--- src/nvac_pkg.sv ---
// Package of constants for the data EEPROM access control block
package nvac_pkg;
	localparam int NVAC_AW = 8;
	localparam int NVAC_DW = 8;
	localparam int NVAC_DEPTH = 256;
	localparam int NVAC_SELW = 2;
	localparam logic [1:0] NVAC_SEL_ADDR = 2'h0;
	localparam logic [1:0] NVAC_SEL_DATA = 2'h1;
	localparam logic [1:0] NVAC_SEL_CTRL = 2'h2;
	localparam logic [1:0] NVAC_SEL_UNLK = 2'h3;
	localparam int NVAC_B_RD = 0;
	localparam int NVAC_B_WR = 1;
	localparam int NVAC_B_WRITE_ENABLE_GATE = 2;
	localparam int NVAC_B_ERR = 3;
	localparam int NVAC_B_DONE = 4;
	localparam int NVAC_B_PGSEL = 7;
	localparam logic [7:0] NVAC_KEY1 = 8'h55;
	localparam logic [7:0] NVAC_KEY2 = 8'hAA;
	localparam logic [7:0] NVAC_ZERO8 = 8'h00;
	localparam int NVAC_WRITE_TIME_NS = 4000;
	localparam int NVAC_CLK_NS = 100;
	localparam int NVAC_WRITE_CYC = (NVAC_WRITE_TIME_NS + NVAC_CLK_NS - 1) / NVAC_CLK_NS;
	localparam int NVAC_CNTW = 16;
	typedef enum logic [1:0] {
		NVAC_UL_IDLE = 2'b00,
		NVAC_UL_KEY1 = 2'b01,
		NVAC_UL_ARMED = 2'b11
	} nvac_unlock_e;
endpackage

--- src/nvac_if.sv ---
// Register access interface between core and EEPROM control
`timescale 1ns/1ps
interface nvac_if;
	import nvac_pkg::*;
	logic [NVAC_SELW-1:0] sel;
	logic wr;
	logic [NVAC_DW-1:0] wdata;
	logic [NVAC_DW-1:0] rdata;
	modport dev (input sel, input wr, input wdata, output rdata);
	modport core (output sel, output wr, output wdata, input rdata);
endinterface

--- src/nvac_dev.sv ---
// Data EEPROM access control: registers, unlock sequencer, write timer, array
`timescale 1ns/1ps
module nvac_dev #(
	parameter int WRITE_CYC = nvac_pkg::NVAC_WRITE_CYC
) (
	input wire logic core_clk,
	input wire logic rst_n,
	input wire logic clk_en,
	nvac_if.dev bus,
	output logic [nvac_pkg::NVAC_AW-1:0] nv_address_reg,
	output logic [nvac_pkg::NVAC_DW-1:0] nv_data_reg,
	output logic write_busy,
	output logic nv_done_flag
);
	import nvac_pkg::*;

	logic [NVAC_DW-1:0] mem [NVAC_DEPTH];
	logic [NVAC_AW-1:0] addr_ff, nxt_addr;
	logic [NVAC_DW-1:0] data_ff, nxt_data;
	logic pgsel_ff, nxt_pgsel;
	logic write_enable_gate_ff, nxt_write_enable_gate;
	logic wr_ff, nxt_wr;
	logic done_ff, nxt_done;
	logic err_ff, nxt_err;
	logic [NVAC_CNTW-1:0] cnt_ff, nxt_cnt;
	nvac_unlock_e ul_ff, nxt_ul;
	logic wr_ctrl, wr_unlk, start, finish;
	logic [NVAC_DW-1:0] w;

	assign w = bus.wdata;
	assign wr_ctrl = bus.wr && bus.sel == NVAC_SEL_CTRL;
	assign wr_unlk = bus.wr && bus.sel == NVAC_SEL_UNLK;
	// Gate must already be set from an earlier write, not this one
	assign start = wr_ctrl && !wr_ff && w[NVAC_B_WR] && write_enable_gate_ff
		&& ul_ff == NVAC_UL_ARMED;
	assign finish = wr_ff && cnt_ff == NVAC_CNTW'(1);

	always_comb begin
		nxt_ul = ul_ff;
		if (bus.wr) begin
			// Any other write breaks the sequence, so it must be back to back
			unique case (ul_ff)
				NVAC_UL_IDLE: nxt_ul = (wr_unlk && w == NVAC_KEY1) ? NVAC_UL_KEY1 : NVAC_UL_IDLE;
				NVAC_UL_KEY1: nxt_ul = (wr_unlk && w == NVAC_KEY2) ? NVAC_UL_ARMED :
					(wr_unlk && w == NVAC_KEY1) ? NVAC_UL_KEY1 : NVAC_UL_IDLE;
				NVAC_UL_ARMED: nxt_ul = (wr_unlk && w == NVAC_KEY1) ? NVAC_UL_KEY1 : NVAC_UL_IDLE;
				default: nxt_ul = NVAC_UL_IDLE;
			endcase
		end
	end

	always_comb begin
		nxt_addr = addr_ff;
		nxt_data = data_ff;
		nxt_pgsel = pgsel_ff;
		nxt_write_enable_gate = write_enable_gate_ff;
		nxt_wr = wr_ff;
		nxt_err = err_ff;
		nxt_done = done_ff;
		nxt_cnt = cnt_ff;
		if (!wr_ff) begin
			if (bus.wr && bus.sel == NVAC_SEL_ADDR)
				nxt_addr = w;
			if (bus.wr && bus.sel == NVAC_SEL_DATA)
				nxt_data = w;
			if (wr_ctrl) begin
				nxt_pgsel = w[NVAC_B_PGSEL];
				nxt_write_enable_gate = w[NVAC_B_WRITE_ENABLE_GATE];
				nxt_err = w[NVAC_B_ERR];
				if (w[NVAC_B_RD] && !w[NVAC_B_PGSEL])
					nxt_data = mem[addr_ff];
			end
		end
		if (wr_ctrl && !w[NVAC_B_DONE])
			nxt_done = 1'b0;
		if (start) begin
			nxt_wr = 1'b1;
			nxt_cnt = NVAC_CNTW'(WRITE_CYC);
		end else if (wr_ff) begin
			nxt_cnt = cnt_ff - NVAC_CNTW'(1);
			if (finish) begin
				nxt_wr = 1'b0;
				nxt_done = 1'b1;
			end
		end
	end

	always_ff @(posedge core_clk or negedge rst_n) begin
		if (!rst_n) begin
			addr_ff <= NVAC_ZERO8;
			data_ff <= NVAC_ZERO8;
			pgsel_ff <= 1'b0;
			write_enable_gate_ff <= 1'b0;
			wr_ff <= 1'b0;
			err_ff <= 1'b0;
			done_ff <= 1'b0;
			cnt_ff <= '0;
			ul_ff <= NVAC_UL_IDLE;
		end else if (clk_en) begin
			addr_ff <= nxt_addr;
			data_ff <= nxt_data;
			pgsel_ff <= nxt_pgsel;
			write_enable_gate_ff <= nxt_write_enable_gate;
			wr_ff <= nxt_wr;
			err_ff <= nxt_err;
			done_ff <= nxt_done;
			cnt_ff <= nxt_cnt;
			ul_ff <= nxt_ul;
		end
	end

	// Array has no reset, as a real nonvolatile store would not
	always_ff @(posedge core_clk) begin
		if (clk_en && finish)
			mem[addr_ff] <= data_ff;
	end

	always_comb begin
		unique case (bus.sel)
			NVAC_SEL_ADDR: bus.rdata = addr_ff;
			NVAC_SEL_DATA: bus.rdata = data_ff;
			NVAC_SEL_CTRL: begin
				bus.rdata = NVAC_ZERO8;
				bus.rdata[NVAC_B_PGSEL] = pgsel_ff;
				bus.rdata[NVAC_B_DONE] = done_ff;
				bus.rdata[NVAC_B_ERR] = err_ff;
				bus.rdata[NVAC_B_WRITE_ENABLE_GATE] = write_enable_gate_ff;
				bus.rdata[NVAC_B_WR] = wr_ff;
			end
			NVAC_SEL_UNLK: bus.rdata = NVAC_ZERO8;
		endcase
	end

	assign nv_address_reg = addr_ff;
	assign nv_data_reg = data_ff;
	assign write_busy = wr_ff;
	assign nv_done_flag = done_ff;
endmodule

--- src/flat_wrapper.sv ---
// flat-port wrapper written by rule: the top's interface ports become plain ports
module nvac_dev_flat import nvac_pkg::*;
#(
	parameter int WRITE_CYC = nvac_pkg::NVAC_WRITE_CYC
)
  (core_clk, rst_n, clk_en, nv_address_reg, nv_data_reg, write_busy, nv_done_flag, bus_sel, bus_wr, bus_wdata, bus_rdata);
  nvac_if bus_i ();
  input wire logic core_clk;
  input wire logic rst_n;
  input wire logic clk_en;
  output logic [nvac_pkg::NVAC_AW-1:0] nv_address_reg;
  output logic [nvac_pkg::NVAC_DW-1:0] nv_data_reg;
  output logic write_busy;
  output logic nv_done_flag;
  input wire logic [$bits(bus_i.sel)-1:0] bus_sel;
  input wire logic [$bits(bus_i.wr)-1:0] bus_wr;
  input wire logic [$bits(bus_i.wdata)-1:0] bus_wdata;
  output wire logic [$bits(bus_i.rdata)-1:0] bus_rdata;
  assign bus_i.sel = bus_sel;
  assign bus_i.wr = bus_wr;
  assign bus_i.wdata = bus_wdata;
  assign bus_rdata = bus_i.rdata;
  nvac_dev #(.WRITE_CYC(WRITE_CYC)) u_core (.core_clk(core_clk), .rst_n(rst_n), .clk_en(clk_en), .bus(bus_i), .nv_address_reg(nv_address_reg), .nv_data_reg(nv_data_reg), .write_busy(write_busy), .nv_done_flag(nv_done_flag));
endmodule
--- config.mk ---
export PLATFORM = sky130hd
export DESIGN_NAME = nvac_dev_flat
export DESIGN_NICKNAME = d
export VERILOG_FILES = /design/src/nvac_pkg.sv /design/src/nvac_if.sv /design/src/nvac_dev.sv /design/src/flat_wrapper.sv
export SDC_FILE = /design/constraint.sdc
export NUM_CORES = 2
export LEC_CHECK = 0
export BUFFER_PORTS_ARGS = -buffer_cell sky130_fd_sc_hd__buf_2
export CAP_MARGIN = 20
export CELL_PAD_IN_SITES_DETAIL_PLACEMENT = 1
export CELL_PAD_IN_SITES_GLOBAL_PLACEMENT = 2
export CORE_MARGIN = 2
export CORE_UTILIZATION = 50
export DETAILED_ROUTE_END_ITERATION = 16
export GPL_TIMING_DRIVEN = 0
export PLACE_DENSITY_LB_ADDON = 0.1
export SETUP_SLACK_MARGIN = 0.15
export SLEW_MARGIN = 20
export SYNTH_ARGS = -nofsm -noshare
export SYNTH_HDL_FRONTEND = slang
export SYNTH_SLANG_ARGS = --single-unit
--- constraint.sdc ---
create_clock -name core_clk -period 5.7 [get_ports core_clk]
set_input_delay 0.285 -clock core_clk [delete_from_list [all_inputs] [get_ports core_clk]]
set_output_delay 0.285 -clock core_clk [all_outputs]
set_load 0.03 [all_outputs]
Word-level counts from Yosys, hierarchy flattened --
Memories as Yosys holds them, arrays and structs flattened. Cells that the tools add are included.
Cells by class: add/subtract/negate cells 1, mux-type cells 18, bitwise logic cells 1, eq/ne operators 8, reductions and logical operators 26
Operator list (count):
- $mux 16 | 2
- $pmux 8 s4 | 1
- $mux 8 | 3
- $eq 16x1->1 const B | 1
- $sub 16x1->16 const B | 1
- $logic_and 1x1->1 | 14
- $mux 1 | 10
- $eq 8x7->1 const B | 1
- $eq 8x8->1 const B | 1
- $eq 2x2->1 const B | 3
- $reduce_and 2->1 | 3
- $reduce_and 3->1 | 2
- $eq 2x1->1 const B | 2
- $logic_not 2->1 | 2
- $pmux 2 s2 | 1
- $logic_not 1->1 | 3
- $mux 2 | 1
- $reduce_bool 2->1 | 1
- $reduce_or 2->1 | 1
- $not 1->1 | 1
Word-level totals: output and inout port bits 26, register bits after elaboration 39, memories kept 1, input bits 14, RAM bits 2048
Memory list:
- u_core.mem | words 256, bits a word 8, rd ports 1, clocked after Yosys merged registers in 0, wr ports 1, RTL line nvac_dev.sv:17 | logic [NVAC_DW-1:0] mem [NVAC_DEPTH];

Longest topological paths before layout --
word-level depth 8, depth in mapped cells 13, depth with buffers taken out 8

Worst setup path after synthesis --
OpenSTA, ideal clock, no wires.
path type register -> output, start register u_core.data_ff[1], in the netlist u_core.nv_data_reg[1], end output port bus_rdata[1], path slack 987 ps, buffers on the path 0, arrival 4428 ps, required time 5415 ps, cell stages (with the launch flop) 3, path through dfrtp_1 -> mux2i_1 -> o21ai_0
Between the ends: word-level cells in the longest chain between the ends 1
Ends and longest elaborated chain:
- start: declaration | RTL line nvac_dev.sv:19 | logic [NVAC_DW-1:0] data_ff, nxt_data;
- start signal: assignment | RTL line nvac_dev.sv:101 | data_ff <= nxt_data;
- $pmux 8 s4 | RTL line nvac_dev.sv:119 | unique case (bus.sel)
- end: declaration | RTL line flat_wrapper.sv:18 | output wire logic [$bits(bus_i.rdata)-1:0] bus_rdata;
Every way passes these cells.

Final worst setup path --
start register u_core.addr_ff[1], in the netlist u_core.nv_address_reg[1], end memory u_core.mem[215][2], enable pin
RTL lines:
- start: declaration | RTL line nvac_dev.sv:18 | logic [NVAC_AW-1:0] addr_ff, nxt_addr;
- start signal: assignment | RTL line nvac_dev.sv:100 | addr_ff <= nxt_addr;
- end: declaration | RTL line nvac_dev.sv:17
No word-level cell before the write port.

==> summary.md <==
| Metric | Value |
|---|---|
| Synth top area cells | `edfxtp_1 (75%), mux4_2 (11%), mux2i_1 (2.6%), nor2_1 (1.4%), dfrtp_1 (1.2%)` |
| Number of flip-flops in the largest register | `2048` |
| Worst Reg-to-Reg Cells | `9` |
| Synth area leader | `edfxtp_1` |
| DR vias | `49.8k` |
| M1 WL | `between 100000 and 150000 µm` |
| I/O Buffers | `39` |
| Area share of the largest cell type after synthesis | `between 70 and 80%` |
| Hold Path Cell Cnt | `4` |
| Final hold vios | `0` |
| First-pass GRT wire length | `461000 µm` |
| Largest net degree at the start of global routing | `75` |
| Largest regs | `u_core.mem: 2048 flops, u_core.cnt_ff: 16 flops` |
| Net count, final | `4429` |
| Starting Density | `50.4%` |
| EDFF count, synth | `2048` |
| RSZ-0062 raised after global routing | `no` |
| Max Transition Viols Final | `0` |
| Clk pwr share | `about a third` |
| Vias per cell | `7.35` |
| Failing checks | `negative setup slack` |
| Initial DRC Count | `10.1k` |
| DR WL/cell | `about 53 µm` |
| Met3 WL | `slightly above 50000 µm` |
| Worst-margin pin slew | `roughly 1.3 ns` |
| Ys async rst share | `1.87%` |
| Max VDD drop | `0.435 mV` |
| Worst path required time | `~6.2 ns` |
| Non-Filler Instances | `~6.8k` |
| Most common cell after layout, fill and taps aside | `edfxtp_1` |
| Clock Tree Root | `clkbuf_16` |
| CTS tree | `built` |
| Sequential Power Share | `between 40% and 50%` |
| Crit end category | `flop` |
| Sequential area share after synthesis | `76.2%` |
| Synth Warn # | `0` |
| Power Density | `448 mW/mm²` |
| Sw frac | `33.5%` |
| Max Cap Viol | `0` |
| Rel. slew slack | `10.7%` |
| CTS H-Tree Depth | `4` |
| Mapped Avg Cell Area | `between 20 and 25 µm²` |
| Layout cells sized above 1 | `24.6%` |
| WL met2 | `150000 µm` |
| Top Layer Used | `met5` |
| Pleak | `about 30 nW` |
| Status | `complete, but fails checks` |
| Reg with most FFs | `u_core.mem` |
| Setup repair bufs after CTS | `0` |
| Final worst setup slack | `-0.0195 ns` |
| Final min period | `5.72 ns` |
| Crit-path max FO | `11` |
| Crit share post-route | `100%` |
| Row cnt | `148` |
| Mapped Cells | `4061` |
| Initial antenna violation count | `43` |
| Die W | `between 400 and 500 µm` |
| Post-synthesis cell area | `0.0820 mm²` |
| Synth Net Count | `4080` |
| Dpl cells | `about 6.4k` |
| Worst flop-to-flop path startpoint | `u_core.nv_address_reg[1]` |
| Crit. Startpoint | `u_core.nv_address_reg[1]` |
| Die Footprint | `0.167 mm²` |
| Remaining DRCs | `0` |
| #FFs+latches synth | `2087` |
| Clock Tree Buf Depth | `3` |
| Area Growth Syn to Fin | `14.4%` |
| Post-layout util | `about 58%` |
| Worst Hold Class | `primary input to flop` |
| Vias in the first global route | `~47k` |
| DRT antenna net count | `0` |
| Die Span Y | `409 µm` |
| Psw | `0.0141 W` |
| Reg clk slew, reported paths | `0.06 ns` |
| 1st-pass router iterations | `6` |
| Hold_sp | `bus_wr` |
| # IOs | `40` |
| Fmax | `0.175 GHz` |
| Crit path kind | `flop to flop` |
| Grt total ovfl | `0` |
| Critical path data arrival time | `6.22 ns` |
| Logic pwr share | `24.8%` |
| Detailed Place HPWL | `237000 µm` |
| Distinct cells, synth | `74` |
| Core Region | `0.163 mm²` |
| TritonCTS sink count | `between 2k and 2.5k` |
| Overall Power | `about 0.042 W` |
| Worst Setup Start Kind | `flop` |
| Most frequent cells in the layout | `edfxtp_1 (2048), mux4_2 (399), nor2_1 (243), clkbuf_16 (216), mux2i_1 (210)` |
| Endpoints failing setup | `16` |
| Placer Congestion | `1.02` |
| Clock Latency Late Sink | `0.90 ns` |
| Total GRT Usage | `42.9%` |
| Inserted Clock Buffers | `between 200 and 250` |
| Setup WS pre-CTS | `-1.29 ns` |
| Most used DFF post-synth | `edfxtp_1` |
| Clock Skews | `0.0490 ns` |
| Post-Route WL | `358000 µm` |
| Internal power | `0.0280 W` |
## stage by stage
step                      hold slack [ns]  TNS [ns]  instance area, µm²
after global placement              0.494  -5426.14               84900
after detailed placement            0.375   -427.78               87000
after CTS                          0.0101         0               93700
after floorplan                   -0.0106         0               82000
after global routing               0.0750         0               93700
final                              0.0447    -0.153               93800
## area by class of cell
cell class | count | area [µm²]
Antenna cell | 28 | 70.1
Buffer | 245 | 1690
Clock buffer | 267 | 5610
Clock inverter | 115 | 838
Fill cell | 13804 | 69000
Inverter | 10 | 37.5
Multi-Input combinational cell | 1717 | 18100
Sequential cell | 2087 | 62500
Tap cell | 2175 | 2720
Timing Repair Buffer | 138 | 2240
## power by group through the flow
stage               logic [W]  clock network [W]  registers (W)
floorplan             0.00349                  0         0.0191
global placement      0.00814                  0         0.0200
detailed placement    0.00985                  0         0.0185
CTS                   0.00987             0.0133         0.0181
global route           0.0101             0.0139         0.0182
finish                 0.0104             0.0134         0.0182
## worst max-delay path: stages (launching register included)
cell      delay [ns]
dfrtp_1         0.50
buf_4           0.32
buf_2           0.41
buf_4           0.52
buf_4           0.50
buf_2           0.59
buf_4           0.52
nand3_2         0.45
clkbuf_2        0.67
nor2_2          0.74
## what timing repair did
item / 4_1_cts / 5_1_grt
endpoints found under the hold margin: 64 / 0
resized for setup: 49 / 1
hold buffers: 16 / 0
endpoints found under the setup margin: 865 / 7
## synth_stat cells, drive strengths merged, types with 14 or more instances
master     n
a211oi    14
a21oi     55
a221oi    18
a22oi     74
a31oi     17
a32oi     15
and3      14
buf      154
clkbuf    93
dfrtp     39
edfxtp  2048
mux2      38
mux2i    210
mux4     426
nand2    180
nand3     55
nor2     298
nor2b     15
nor3      21
o21ai     37
o221ai    15
o22ai     49
## final timing paths
path                       slack, ns                    end
hold / removal                  0.04        u_core.ul_ff[1]
max in group asynchronous       3.92  u_core.nv_data_reg[2]
min in group asynchronous       0.53      u_core.write_busy
setup / recovery               -0.02     u_core.mem[215][2]
hold reg to reg                 0.52          u_core.err_ff
setup reg to reg               -0.02     u_core.mem[215][2]
## cell families (layout without fill, tap and decap cells)
logic type               Yosys count  in the layout  share of synthesized area (%)
AO/OA/AOI/OAI                    381            381                           3.31
AND/OR/NAND/NOR                  645            645                           3.40
buffers and inverters            257            775                           1.99
XOR/XNOR                          12             12                          0.128
adder cells (fa/ha/maj)            5              5                         0.0763
other                              0             28                              0
multiplexers                     674            674                           14.9
flip-flops                      2087           2087                           76.2
## layer usage
metal / vias to the layer above / GRT usage [%]
met5: - / 0
met4: 30 / 30.2
met3: 1079 / 15.3
met2: 4679 / 59.4
met1: 26488 / 56.5
li1: 17554 / -
No activity file was read; power rests on OpenSTA's default activity.
